==> src/grp_pkg.sv <==
package grp_pkg;

  // ****************************************************************
  // command word values
  // ****************************************************************
  localparam logic [15:0] CMD_IDLE  = 16'h0000;
  localparam logic [15:0] CMD_XFER  = 16'h0001;
  localparam logic [15:0] CMD_CLOSE = 16'h0200;
  localparam logic [15:0] CMD_ACK   = 16'h8000;

  // ****************************************************************
  // state word bit positions
  // ****************************************************************
  localparam int SW_ERROR     = 15;
  localparam int SW_ACCEPTED  = 12;
  localparam int SW_UNDEF_POS = 11;
  localparam int SW_INNER_POS = 10;
  localparam int SW_OUTER_POS = 8;
  localparam int SW_ALIVE     = 6;

  // ****************************************************************
  // position scale and travel limits
  // ****************************************************************
  localparam logic [15:0] POS_OUTER      = 16'h0000;
  localparam logic [15:0] POS_INNER      = 16'h07D0;
  localparam int          POS_LSB_UM     = 10;
  localparam int          MIN_TRAVEL_UM  = 500;
  localparam logic [15:0] MIN_TRAVEL_CNT = 16'(MIN_TRAVEL_UM / POS_LSB_UM);

  // ****************************************************************
  // reset values
  // ****************************************************************
  localparam logic [15:0] WORD_RST  = 16'h0000;
  localparam logic [7:0]  PARAM_RST = 8'h00;

  typedef enum logic [1:0] {
    HS_BOOT   = 2'b00,
    HS_NOPARM = 2'b01,
    HS_ACCEPT = 2'b10,
    HS_READY  = 2'b11
  } grp_hs_t;

endpackage

==> src/grp_fault_if.sv <==
`timescale 1ns/10ps
interface grp_fault_if;
  logic        fault_detect;
  logic [15:0] fault_id;
  logic        ack_req;
  logic        error_flag;
  logic [15:0] code;

  modport tracker (
    input  fault_detect,
    input  fault_id,
    input  ack_req,
    output error_flag,
    output code
  );

  modport user (
    output fault_detect,
    output fault_id,
    output ack_req,
    input  error_flag,
    input  code
  );
endinterface

==> src/grp_fault_latch.sv <==
`timescale 1ns/10ps
module grp_fault_latch (
  input wire logic       clk,
  input wire logic       arst_n,
  grp_fault_if.tracker   flt
);

  logic        error_reg;
  logic [15:0] code_reg;

  // a fault present in the ack cycle keeps the flag: set wins over clear
  always_ff @(posedge clk or negedge arst_n)
  begin
    if (!arst_n)
      error_reg <= 1'b0;
    else if (flt.fault_detect)
      error_reg <= 1'b1;
    else if (flt.ack_req)
      error_reg <= 1'b0;
  end

  // code holds the first fault until acknowledged, zero when clear
  always_ff @(posedge clk or negedge arst_n)
  begin
    if (!arst_n)
      code_reg <= grp_pkg::WORD_RST;
    else if (flt.fault_detect && (!error_reg || flt.ack_req))
      code_reg <= flt.fault_id;
    else if (flt.ack_req && !flt.fault_detect)
      code_reg <= grp_pkg::WORD_RST;
  end

  assign flt.error_flag = error_reg;
  assign flt.code       = code_reg;

endmodule

==> src/grp_process_data.sv <==
`timescale 1ns/10ps
module grp_process_data (
  input  wire logic        clk,
  input  wire logic        arst_n,
  input  wire logic        boot_done,
  input  wire logic [15:0] command_word,
  input  wire logic [7:0]  grip_profile_select,
  input  wire logic [7:0]  force_level,
  input  wire logic        fault_detect,
  input  wire logic [15:0] fault_id,
  input  wire logic [15:0] jaw_sensor,
  output logic      [15:0] state_word,
  output logic      [15:0] fault_code,
  output logic      [15:0] measured_jaw_position,
  output logic      [7:0]  profile_active,
  output logic      [7:0]  force_active,
  output logic             close_jaws_command,
  output logic             move_refused
);

  // ****************************************************************
  // fault tracking
  // ****************************************************************
  grp_fault_if flt ();

  assign flt.fault_detect = fault_detect;
  assign flt.fault_id     = fault_id;
  assign flt.ack_req      = (command_word == grp_pkg::CMD_ACK);

  grp_fault_latch u_fault (
    .clk    (clk),
    .arst_n (arst_n),
    .flt    (flt)
  );

  // ****************************************************************
  // handshake state
  // ****************************************************************
  grp_pkg::grp_hs_t hs_reg;
  grp_pkg::grp_hs_t hs_next;

  always_comb
  begin
    hs_next = hs_reg;
    unique case (hs_reg)
      grp_pkg::HS_BOOT:
        if (boot_done)
          hs_next = grp_pkg::HS_NOPARM;
      grp_pkg::HS_NOPARM, grp_pkg::HS_READY:
        if (command_word == grp_pkg::CMD_XFER)
          hs_next = grp_pkg::HS_ACCEPT;
      grp_pkg::HS_ACCEPT:
        if (command_word == grp_pkg::CMD_IDLE)
          hs_next = grp_pkg::HS_READY;
    endcase
    // parameters are treated as stale after an acknowledge while a fault is latched
    if (hs_reg != grp_pkg::HS_BOOT && flt.ack_req && flt.error_flag)
      hs_next = grp_pkg::HS_NOPARM;
  end

  always_ff @(posedge clk or negedge arst_n)
  begin
    if (!arst_n)
      hs_reg <= grp_pkg::HS_BOOT;
    else
      hs_reg <= hs_next;
  end

  // parameters are taken on entry to the accepted state only
  always_ff @(posedge clk or negedge arst_n)
  begin
    if (!arst_n)
    begin
      profile_active <= grp_pkg::PARAM_RST;
      force_active   <= grp_pkg::PARAM_RST;
    end
    else if (hs_reg != grp_pkg::HS_ACCEPT && hs_next == grp_pkg::HS_ACCEPT)
    begin
      profile_active <= grip_profile_select;
      force_active   <= force_level;
    end
  end

  // ****************************************************************
  // position and motion
  // ****************************************************************
  logic [15:0] pos_clamped;
  logic        travel_ok;
  logic        close_ok;

  // sensor overshoot must not leak past the inner limit
  assign pos_clamped = (jaw_sensor > grp_pkg::POS_INNER) ? grp_pkg::POS_INNER
                                                         : jaw_sensor;
  assign travel_ok   = (grp_pkg::POS_INNER - pos_clamped) >= grp_pkg::MIN_TRAVEL_CNT;
  assign close_ok    = (hs_reg == grp_pkg::HS_READY) && !flt.error_flag
                       && (command_word == grp_pkg::CMD_CLOSE);

  // once started, the move runs to the limit while the command is held and no fault is latched
  always_ff @(posedge clk or negedge arst_n)
  begin
    if (!arst_n)
      close_jaws_command <= 1'b0;
    else if (!close_ok || pos_clamped == grp_pkg::POS_INNER)
      close_jaws_command <= 1'b0;
    else if (travel_ok)
      close_jaws_command <= 1'b1;
  end

  always_ff @(posedge clk or negedge arst_n)
  begin
    if (!arst_n)
      move_refused <= 1'b0;
    else
      move_refused <= close_ok && !close_jaws_command && !travel_ok;
  end

  // ****************************************************************
  // published process data
  // ****************************************************************
  logic [15:0] state_word_next;

  always_comb
  begin
    state_word_next                        = grp_pkg::WORD_RST;
    state_word_next[grp_pkg::SW_ERROR]     = flt.error_flag;
    state_word_next[grp_pkg::SW_ACCEPTED]  = (hs_reg == grp_pkg::HS_ACCEPT);
    state_word_next[grp_pkg::SW_ALIVE]     = 1'b1;
    state_word_next[grp_pkg::SW_OUTER_POS] = (pos_clamped == grp_pkg::POS_OUTER);
    state_word_next[grp_pkg::SW_INNER_POS] = (pos_clamped == grp_pkg::POS_INNER);
    state_word_next[grp_pkg::SW_UNDEF_POS] = (pos_clamped != grp_pkg::POS_OUTER)
                                             && (pos_clamped != grp_pkg::POS_INNER);
  end

  // nothing is published before boot, so a zero alive bit means not ready
  always_ff @(posedge clk or negedge arst_n)
  begin
    if (!arst_n)
    begin
      state_word            <= grp_pkg::WORD_RST;
      fault_code            <= grp_pkg::WORD_RST;
      measured_jaw_position <= grp_pkg::WORD_RST;
    end
    else if (hs_reg != grp_pkg::HS_BOOT)
    begin
      state_word            <= state_word_next;
      fault_code            <= flt.code;
      measured_jaw_position <= pos_clamped;
    end
  end
endmodule

==> config.mk <==
export PLATFORM = sky130hd
export DESIGN_NAME = grp_process_data
export DESIGN_NICKNAME = d
export VERILOG_FILES = /design/src/grp_pkg.sv /design/src/grp_fault_if.sv /design/src/grp_fault_latch.sv /design/src/grp_process_data.sv
export SDC_FILE = /design/constraint.sdc
export NUM_CORES = 1
export LEC_CHECK = 0
export ABC_CLOCK_PERIOD_IN_PS = 2000
export BUFFER_PORTS_ARGS = -buffer_cell sky130_fd_sc_hd__buf_2
export CAP_MARGIN = 20
export CORE_MARGIN = 1
export CORE_UTILIZATION = 48
export DETAILED_ROUTE_END_ITERATION = 8
export PLACE_DENSITY = 0.8
export REMOVE_ABC_BUFFERS = 1
export SYNTH_ARGS = -nofsm -noshare
export SYNTH_HDL_FRONTEND = slang
export SYNTH_SLANG_ARGS = --single-unit
==> constraint.sdc <==
create_clock -name clk -period 2 [get_ports clk]
set_input_delay 0.3 -clock clk [delete_from_list [all_inputs] [get_ports clk]]
set_output_delay 0.3 -clock clk [all_outputs]
set_load 0.02 [all_outputs]
# Yosys cells after proc, flatten, opt, wreduce, memory -nomap -nowiden

Index checks and enable logic that the tools add are counted.

Magnitude comparators: 2
Reductions and logical operators: 26
Equality and inequality tests: 10
Mux-type cells: 12
Add/subtract/negate cells: 1

Operators by type and width:

| cell                                                 | count |
|---|---|
| 2-to-1 mux 16 bit                                    | 3 |
| zero test 16 bit                                     | 2 |
| == test 16 x 1 -> 1 bit, second input constant       | 1 |
| == test 16 x 10 -> 1 bit, second input constant      | 1 |
| == test 16 x 11 -> 1 bit, second input constant      | 1 |
| == test 16 bit, second input constant                | 1 |
| >= comparator 16 x 6 -> 1 bit, second input constant | 1 |
| > comparator 16 x 11 -> 1 bit, second input constant | 1 |
| != test 16 x 11 -> 1 bit, second input constant      | 1 |
| nonzero test 16 bit                                  | 1 |
| subtractor 11 x 16 -> 16 bit, first input constant   | 1 |
| logical AND 1 bit                                    | 10 |
| 2-to-1 mux 2 bit                                     | 4 |
| nonzero test 2 bit                                   | 4 |
| == test 2 bit, second input constant                 | 3 |
| case mux 2 bit (3 select lines)                      | 1 |
| zero test 1 bit                                      | 5 |
| 2-to-1 mux 1 bit                                     | 4 |
| == test 2 x 1 -> 1 bit, second input constant        | 1 |
| zero test 2 bit                                      | 1 |
| logical OR 1 bit                                     | 2 |
| != test 2 bit, second input constant                 | 1 |
| OR reduction 2 bit                                   | 1 |

Output and inout port bits: 66
Register bits after elaboration: 75

# Logic depth before layout (Yosys ltp)

Gate-level depths: netlist of the first run.

Depth after elaboration: 6
Gate-level depth with buffers: 11
Mapped depth without buffers: 10

# Modules after synthesis

Synthesis of the first run repeated with hierarchy kept, for this count alone.

Cell total of the unflattened synthesis: 340
Area total of the unflattened synthesis: 3508.4 um^2

By module, submodules not included:

| module           | area each (um^2) | instances | cells each |
|---|---|---|---|
| grp_process_data | 2637.5           | 1         | 264 |
| grp_fault_latch  | 870.8            | 1         | 76 |

# Worst setup path after synthesis of the first run

OpenSTA, ideal clock, no wires.

Path type: input to register
Start: input port jaw_sensor[0]
End: register move_refused
Buffers on the path: 0
Stages on the path: 10
Path slack: -0.802 ns
Setup time: 0.120 ns
Data arrival time: 2.682 ns
Cell sequence: o41a_1 > o2111a_1 > nor2_1 > nand2_1 > ha_1 > o21bai_1 > a211o_1 > a221oi_1 > o21ai_0 > and4_1

Longest elaborated chain between the ends: 6

RTL lines:

| element                           | RTL line                | text |
|---|---|---|
| start, declared                   | grp_process_data.sv:11  | `input wire logic [15:0] jaw_sensor,` |
| > comparator 16 x 11 -> 1 bit     | grp_process_data.sv:92  | `assign pos_clamped = (jaw_sensor > grp_pkg::POS_INNER) ? grp_pkg::POS_INNER` |
| 2-to-1 mux 16 bit (*)             | grp_process_data.sv:92  |  |
| subtractor 11 x 16 -> 16 bit (*)  | grp_process_data.sv:94  | `assign travel_ok = (grp_pkg::POS_INNER - pos_clamped) >= grp_pkg::MIN_TRAVEL_CNT;` |
| >= comparator 16 x 6 -> 1 bit (*) | grp_process_data.sv:94  |  |
| zero test 1 bit (*)               | grp_process_data.sv:114 | `move_refused <= close_ok && !close_jaws_command && !travel_ok;` |
| logical AND 1 bit (*)             | grp_process_data.sv:114 |  |
| end signal, assigned              | grp_process_data.sv:114 |  |
| end, declared                     | grp_process_data.sv:18  | `output logic move_refused` |

Every way passes the cells marked *; elsewhere a longest branch is shown, timed or not.
A chain may end at the register's enable or synchronous reset.

# Final worst setup path of the first run

Start: input port jaw_sensor[3]
End: register move_refused

The elaborated chain is that of the path after synthesis.

==> metrics, run 1 <==
outcome=finished, violations left; failing checks=DRC, setup timing; root buf cell=clkbuf_8; RD Place Congestion=between 0.8 and 0.9; pre-CTS setup slack=-0.879 ns; Vias/cell=approximately 5; Final Util=68.5%; M3 GR Usage=under 10%; hold path start=fault_id[5]; Yosys cell types=47; sequential share of the synthesized area=57.9%; first-pass GRT wire length=approximately 12,000 µm; DRT Pass-1 Iters=6; R2R Path End=profile_active[1]; Crit Reg-Reg Startpoint=hs_reg[0]; I/O pins=134; Final Instance Area=0.00440 mm²; synth cell count leaders=75 x dfrtp_1, 66 x nand2_1, 23 x nor2_1, 16 x a22o_1, 12 x buf_4; Mapped Avg Cell Area=10.8 µm²; final net count=520; vias in the first global route=around 2,800; later-pin clock latency in the skew report=between 0.3 and 0.4 ns; vias=2,712; nature of the critical path startpoint=input pin; crit path DAT=2.55 ns; Slew Limit Fails=0; post-placement cell count=513; EDFF count, synth=0; total grt overflow=0; synth top area cells=dfrtp_1 58%, nand2_1 7.6%, a22o_1 4.3%, buf_4 2.8%, mux2_1 2.8%; row count=29; Tcrit/Tclk final=114%; FMAX=438 MHz; maxcap violations=0; worst path required time=2.27 ns; Pwr Density=between 700 and 800 mW/mm²; initial antenna violation count=0; Worst Hold Depth=2; Hold Crit Endpoint=u_fault.flt.code[5]; Layout Skew=roughly 0.012 ns; Pwr Total=3.30 mW; Final Hold Fails=0; most frequent cell after synthesis=dfrtp_1; Post-route DRC=16; Longest Clk Path Bufs=2; Reg clk slew, reported paths=~0.090 ns; Worst R2R Path Depth=4; Worst setup EP type=flip-flop; # setup viols final=3; largest fanout on the critical path=4; area grow syn2layout=35.7%; Main synth FF type=dfrtp_1; leading area contributor after synthesis=dfrtp_1; Post-Layout Cell Count=532; post-DR wirelength/cell=13.6 µm; initial detailed-routing violation count=111; Num CTS Buffers=9; antenna cells=0; Worst Max-Slew Pin Slew=0.576 ns; post-DP HPWL=5220 µm; Port-buffer cells=123; Max IR drop VDD=0.426 mV; min Tclk post-route=2.29 ns; Rel. slew slack=61.6%; GR Util met1=between 20% and 30%; Area after DPL=between 0.004 and 0.005 mm²; hold slack=0.179 ns; Lkg Pwr=about 2.3 nW; Post-synth ARST share=100%; flop-to-flop setup slack=0.45 ns; worst setup margin=-0.285 ns; Top Usage Layer GRT=met2; core footprint=0.00642 mm²; GRT Util Overall=22.1%; Initial Utilization=50.5%; Die X-Extent=approximately 84 µm; post-route ant nets=0; H-tree depth=3; RSZ-0062 raised after global routing=yes; Yosys top cell area share=between 50% and 60%; Synth Cell Area=0.00324 mm²; share of layout cells above drive strength 1=42.9%; # clock sinks=75; TritonCTS clock tree=built; Synth Register Bits=75; Post-Route WL=7210 µm; Die Y=84.2 µm; Gate Count Post-Synth=301; min-delay worst type=input pin to flip-flop; die area=0.00709 mm²; Yosys Warn Count=0; WS Path Type=input pin to flip-flop; total negative slack=-0.554 ns; met2 Use GR=37.8%; largest net degree at the start of global routing=41
## timing repair
item | in CTS | in global routing
pin swaps | 12 | 8
resized for setup | 9 | 9
setup endpoints to repair | 4 | 4
buffers inserted | 2 | 0
endpoints found under the hold margin | 35 | 0
hold buffers | 1 | 0
cloned | 0 | 0
## worst max path at each step
stage	from	to	slack [ns]
finish	jaw_sensor[3]	move_refused	-0.29
global placement	jaw_sensor[0]	move_refused	-0.74
global route	jaw_sensor[3]	move_refused	-0.41
CTS	jaw_sensor[3]	close_jaws_command	-0.34
floorplan	jaw_sensor[0]	move_refused	-0.80
detailed placement	jaw_sensor[0]	move_refused	-0.88
## where the power goes
group          internal [mW]  total, mW  switching (mW)
clock network          0.711       1.28           0.570
logic                  0.171      0.383           0.213
registers               1.60       1.64          0.0414
total                   2.48       3.30           0.824
## cell type report
cell class	count	area (µm²)
inverters	5	18.8
well taps	77	96.3
clock buffers	9	124
clock inverters	7	98.8
fillers	510	2020
multi-input cells	207	1310
flip-flops and latches	75	1880
repair buffers	152	882
## logic make-up (layout without fill, tap and decap cells)
family          after synthesis  in the layout  share of synthesized area [%]
fa+ha+maj                     2              2                          0.771
buf+inv                      28            173                           4.94
other cells                   1             10                          0.116
simple gates                131            131                           19.8
flops                        75             75                           57.9
compound gates               47             47                           10.7
mux                          16             16                           5.56
xor+xnor                      1              1                          0.270
## cells in the final DEF, fill, tap and decap left out, drive strengths merged, types with 2 or more instances in the layout
cell / count
ha: 2
and2: 6
nand2: 67
a31oi: 5
bufinv: 2
mux2: 16
o21ai: 10
o2111ai: 2
a21oi: 5
nand3: 3
clkbuf: 9
nand2b: 2
clkinv: 2
or3: 2
buf: 151
nor4b: 3
nor4: 5
and4b: 2
inv: 7
nor2: 23
a22o: 16
dfrtp: 75
conb: 10
nor3: 9
## per-layer routing
metal / vias up / part of all wire, %
met5: - / 0
met1: 1264 / 43
met2: 102 / 49
met4: 0 / 1.8
met3: 16 / 6.4
li1: 1330 / -
## critical path, cell delays in order
cell and delay [ns]:
buf_6 0.10, o41a_1 0.42, o2111a_2 0.28, nor2_4 0.12, nand2_2 0.09, ha_4 0.18, buf_4 0.14, or3b_4 0.23
a21oi_1 0.07, or2b_1 0.22, a31oi_1 0.19, and4_1 0.21
No activity file was read; power rests on OpenSTA's default activity.
==> run 2: changes to the inputs <==
--- a/config.mk
+++ b/config.mk
@@ -13,6 +13,7 @@
 export DETAILED_ROUTE_END_ITERATION = 8
 export PLACE_DENSITY = 0.8
 export REMOVE_ABC_BUFFERS = 1
+export SETUP_SLACK_MARGIN = 0.2
 export SYNTH_ARGS = -nofsm -noshare
 export SYNTH_HDL_FRONTEND = slang
 export SYNTH_SLANG_ARGS = --single-unit
==> metrics, run 2 (synthesis results as in run 1) <==
post-DR wirelength/cell=13.6 µm; # setup viols final=3; hold path start=fault_id[5]; worst path required time=~2.3 ns; GRT Util Overall=roughly 22%; root buf cell=clkbuf_8; Lkg Pwr=between 2 and 2.5 nW; total grt overflow=0; Worst Max-Slew Pin Slew=0.578 ns; largest net degree at the start of global routing=41; WS Path Type=input pin to flip-flop; share of layout cells above drive strength 1=43.1%; Rel. slew slack=roughly 61%; RSZ-0062 raised after global routing=yes; worst setup margin=-0.289 ns; Vias/cell=slightly above 5; commonest cells after routing, fill and taps aside=121 x buf_2, 75 x dfrtp_1, 64 x nand2_1; failing checks=DRC, setup timing; post-route ant nets=0; post-DP HPWL=5220 µm; die area=0.00709 mm²; commonest non-fill, non-tap cell in the layout=buf_2; initial detailed-routing violation count=109; critical-path cell list=buf_6, o41a_1, o2111a_2, nor2_4, nand2_2, ha_4, buf_4, or3b_4, a21oi_1, or2b_1, a31oi_1, and4_1; vias=2,709; antenna cells=0; Initial Utilization=50.5%; Num CTS Buffers=9; flop-to-flop setup slack=0.45 ns; Worst setup EP type=flip-flop; Hold Crit Endpoint=u_fault.flt.code[5]; initial antenna violation count=0; worst stage delay on the critical path=0.42 ns; H-tree depth=3; Pwr Total=between 3 and 4 mW; Crit Reg-Reg Startpoint=hs_reg[0]; Pwr Density=749 mW/mm²; Layout Skew=0.0120 ns; TritonCTS clock tree=built; row count=29; Longest Clk Path Bufs=2; final net count=520; fillers=about 500; total negative slack=-0.572 ns; Worst R2R Path Depth=4; Slew Limit Fails=0; Die X-Extent=84.2 µm; # clock sinks=between 70 and 80; min-delay worst type=input pin to flip-flop; vias in the first global route=approximately 2,800; RD Place Congestion=0.881; Crit-path slowest cell=o41a_1; nature of the critical path startpoint=input pin; Post-Layout Cell Count=532; DRT Pass-1 Iters=6; FMAX=about 440 MHz; Final Util=68.6%; maxcap violations=0; Worst Hold Depth=2; Max IR drop VDD=between 0.4 and 0.5 mV; Post-route DRC=16; Die Y=84.2 µm; Reg clk slew, reported paths=0.09 ns; Final Hold Fails=0; area grow syn2layout=35.8%; largest fanout on the critical path=4; Tcrit/Tclk final=114%; core footprint=0.00642 mm²; hold slack=between 0.15 and 0.2 ns; crit path DAT=2.55 ns; min Tclk post-route=2.29 ns; Post-Route WL=7220 µm; I/O pins=around 130; R2R Path End=profile_active[1]; later-pin clock latency in the skew report=0.33 ns; post-placement cell count=513; outcome=finished, violations left; first-pass GRT wire length=between 10,000 and 15,000 µm; Port-buffer cells=about 120
## run 2: critical path, delay by kind of cell
| family | cells | cell delay (ns) |
|---|---|---|
| buffers and inverters | 2 | 0.24 |
| AO/OA/AOI/OAI | 4 | 0.96 |
| adder cells (fa/ha/maj) | 1 | 0.18 |
| AND/OR/NAND/NOR | 5 | 0.87 |
## run 2: cell type report
type	instances	area, µm²	area share, %
Multi-Input combinational cell	207	1310	29.7
Inverter	5	18.8	0.426
Tap cell	77	96.3	2.19
Clock inverter	7	98.8	2.24
Sequential cell	75	1880	42.6
Timing Repair Buffer	152	882	20.0
Clock buffer	9	124	2.81
## run 2: what timing repair did
action / CTS / global route
pin swaps: 12 / 8
endpoints found under the hold margin: 35 / 0
resized for setup: 9 / 10
endpoints found under the setup margin: 5 / 5
hold buffers: 1 / 0
buffers inserted: 2 / 0
## run 2: per-layer routing
layer	wire length [µm]	global-route usage, %	vias up	share of wire (%)
met3	423	5.41	11	5.9
met5	0	0	-	0
met4	97	8.62	0	1.3
met2	3580	37.8	98	50
li1	-	-	1332	-
met1	3120	27.1	1268	43
## run 2: report_power, final
part / internal (mW) / switching, mW / total, mW / leakage [nW]
combinational: 0.171 / 0.213 / 0.383 / 1.26
clock: 0.712 / 0.568 / 1.28 / 0.110
sequential: 1.60 / 0.0414 / 1.64 / 0.948
total: 2.48 / 0.822 / 3.30 / 2.32
## run 2: worst max-delay path by stage
stage / end / from / depth (start not counted)
2_1_floorplan: move_refused / jaw_sensor[0] / 10
3_3_place_gp: move_refused / jaw_sensor[0] / 11
3_5_place_dp: move_refused / jaw_sensor[0] / 11
4_1_cts: close_jaws_command / jaw_sensor[3] / 11
5_1_grt: move_refused / jaw_sensor[3] / 11
6_report: move_refused / jaw_sensor[3] / 12
## run 2: metrics by stage
step	setup slack [ns]	cell area, µm²
after floorplan	-0.802	3140
after global placement	-0.744	4090
after detailed placement	-0.879	4090
after CTS	-0.343	4360
after global routing	-0.406	4410
final	-0.289	4410
==> run 3: changes to the inputs <==
--- a/config.mk
+++ b/config.mk
@@ -5,11 +5,12 @@
 export SDC_FILE = /design/constraint.sdc
 export NUM_CORES = 1
 export LEC_CHECK = 0
+export ABC_AREA = 1
 export ABC_CLOCK_PERIOD_IN_PS = 2000
 export BUFFER_PORTS_ARGS = -buffer_cell sky130_fd_sc_hd__buf_2
 export CAP_MARGIN = 20
 export CORE_MARGIN = 1
-export CORE_UTILIZATION = 48
+export CORE_UTILIZATION = 49
 export DETAILED_ROUTE_END_ITERATION = 8
 export PLACE_DENSITY = 0.8
 export REMOVE_ABC_BUFFERS = 1
==> metrics, run 3 <==
outcome=finished, final reports clean; worst path required time=2.23 ns; Main synth FF type=dfrtp_1; Longest Clk Path Bufs=2; Die X-Extent=approximately 86 µm; DRT Pass-1 Iters=4; commonest cells after routing, fill and taps aside=122 x buf_2, 75 x dfrtp_1, 74 x nand2_1; root buf cell=clkbuf_8; share of layout cells above drive strength 1=a little under two fifths; Rel. slew slack=61.0%; Final Util=65.5%; M1 WL=3390 µm; post-DR wirelength/cell=about 12 µm; Lkg Pwr=2.31 nW; min-delay worst type=input pin to flip-flop; total grt overflow=0; Post-synth ARST share=100%; worst setup margin=0.282 ns; worst path bufs/invs=1; Tcrit/Tclk final=between 80% and 90%; # clock sinks=75; critical-path cell list=buf_2, nor2_2, nand2_1, nor2_1, nand2_2, nand2_4, nand2_2, ha_1, or2_4, a21oi_2, nand2_1, nand3_2, nand3_2, nor2_2, nor2_1; # setup viols final=0; met2 WL=around 3800 µm; GRT Util Overall=a little over a fifth; EDFF count, synth=0; synth cell count leaders=78 x nand2_1, 75 x dfrtp_1, 47 x o21ai_0, 43 x inv_1, 30 x nor2_1; Pwr Density=a little under 700 mW/mm²; Crit-path slowest cell=ha_1; hold slack=0.190 ns; I/O pins=around 130; antenna cells=0; Post-Route WL=7590 µm; Initial Utilization=about half; maxcap violations=0; Worst R2R Path Depth=4; Gate Count Post-Synth=about 380; Reg clk slew, reported paths=0.08 ns; min Tclk post-route=roughly 1.7 ns; Max IR drop VDD=0.597 mV; most frequent cell after synthesis=nand2_1; Layout Skew=0.00928 ns; nature of the critical path startpoint=input pin; RSZ-0062 raised after global routing=no; initial detailed-routing violation count=133; Yosys Warn Count=0; sequential share of the synthesized area=54.4%; Yosys cell types=38; Slew Limit Fails=0; Final Hold Fails=0; post-DP HPWL=around 5600 µm; Vias/cell=4.84; Num CTS Buffers=9; FMAX=582 MHz; final net count=592; worst stage delay on the critical path=0.29 ns; area grow syn2layout=28.9%; WS Path Type=input pin to flip-flop; crit path DAT=slightly below 2 ns; TritonCTS clock tree=built; post-placement cell count=just over 600; RD Place Congestion=0.860; Synth Cell Area=0.00345 mm²; Synth Register Bits=75; core footprint=0.00679 mm²; Post-Layout Cell Count=just over 600; largest net degree at the start of global routing=between 50 and 60; die area=0.00738 mm²; first-pass GRT wire length=roughly 12,000 µm; H-tree depth=3; commonest non-fill, non-tap cell in the layout=buf_2; Worst Max-Slew Pin Slew=a little under 0.6 ns; vias in the first global route=2,839; post-route ant nets=0; synth top area cells=dfrtp_1 54%, nand2_1 8.5%, o21ai_0 6.8%, mux2_2 5.2%, inv_1 4.7%; Mapped Avg Cell Area=9.01 µm²; fillers=570; Yosys top cell area share=54.4%; leading area contributor after synthesis=dfrtp_1; WP depth=15; vias=between 3,000 and 4,000; metal3 WL=311 µm; Post-route DRC=0; row count=30; Worst setup EP type=flip-flop; Die Y=between 80 and 90 µm; Worst Hold Depth=2; Pwr Total=3.08 mW; pre-CTS setup slack=-0.154 ns; initial antenna violation count=0; later-pin clock latency in the skew report=0.34 ns; Port-buffer cells=123; Top Family by Delay on Critical Path=simple AND/OR/NAND/NOR gates; Top Layer Used=met4; largest fanout on the critical path=3
## run 3: changes by cell type in the layout (fill, tap and decap cells not counted), moves of 5 or more
cell     change
mux2_2       +8
nand3_1     +23
inv_1       +38
a22o_1      -16
o21ai_0     +39
mux2_1       -8
buf_4       -10
and2_1       -6
nand2_1     +10
nor2_2       +5
nor2_1       +5
## run 3: timing repair
action	in CTS	in global routing
setup buffers	0	1
gates resized for setup	0	10
pin swaps	1	8
hold endpoints to repair	24	0
setup endpoints to repair	1	2
hold buffers	1	0
## run 3: area by class of cell
| type | instances | area, µm² | area share, % |
|---|---|---|---|
| multi-input cells | 248 | 1320 | 29.7 |
| inverters | 47 | 179 | 4.02 |
| repair buffers | 141 | 772 | 17.4 |
| clock inverters | 5 | 36.3 | 0.816 |
| clock buffers | 11 | 141 | 3.18 |
| well taps | 96 | 120 | 2.70 |
| flip-flops and latches | 75 | 1880 | 42.2 |
## run 3: cells by family after synthesis
group           synth area share [%]
fa+ha+maj                      0.725
mux                             5.22
buf+inv                         9.14
simple gates                    20.6
compound gates                  9.50
xor+xnor                       0.254
other cells                    0.109
flops                           54.4
## run 3: metrics by stage
stage | area [µm²] | TNS (ns)
2_1_floorplan | 3350 | -21.64
3_3_place_gp | 4230 | -0.109
3_5_place_dp | 4230 | -0.251
4_1_cts | 4410 | 0
5_1_grt | 4450 | 0
6_report | 4450 | 0
## run 3: path summary, 6_finish.rpt
path / start / endpoint / slack, ns
max: jaw_sensor[14] / close_jaws_command / 0.28
min: grip_profile_select[2] / profile_active[2] / 0.19
max reg2reg: hs_reg[0] / profile_active[5] / 0.48
min reg2reg: state_word[6] / state_word[6] / 0.47
max in group asynchronous: arst_n / u_fault.flt.code[10] / 1.03
min in group asynchronous: arst_n / force_active[1] / 0.40
## run 3: report_power, final
part           switching, mW  internal (mW)
clock                  0.560          0.487
sequential            0.0381           1.61
combinational          0.243          0.146
total                  0.841           2.24
## run 3: layer usage
| layer | track usage, % | vias to the layer above |
|---|---|---|
| met1 | 26.3 | 1438 |
| li1 | - | 1488 |
| met4 | 8.18 | 0 |
| met2 | 37.1 | 82 |
| met3 | 4.43 | 8 |
| met5 | 0 | - |
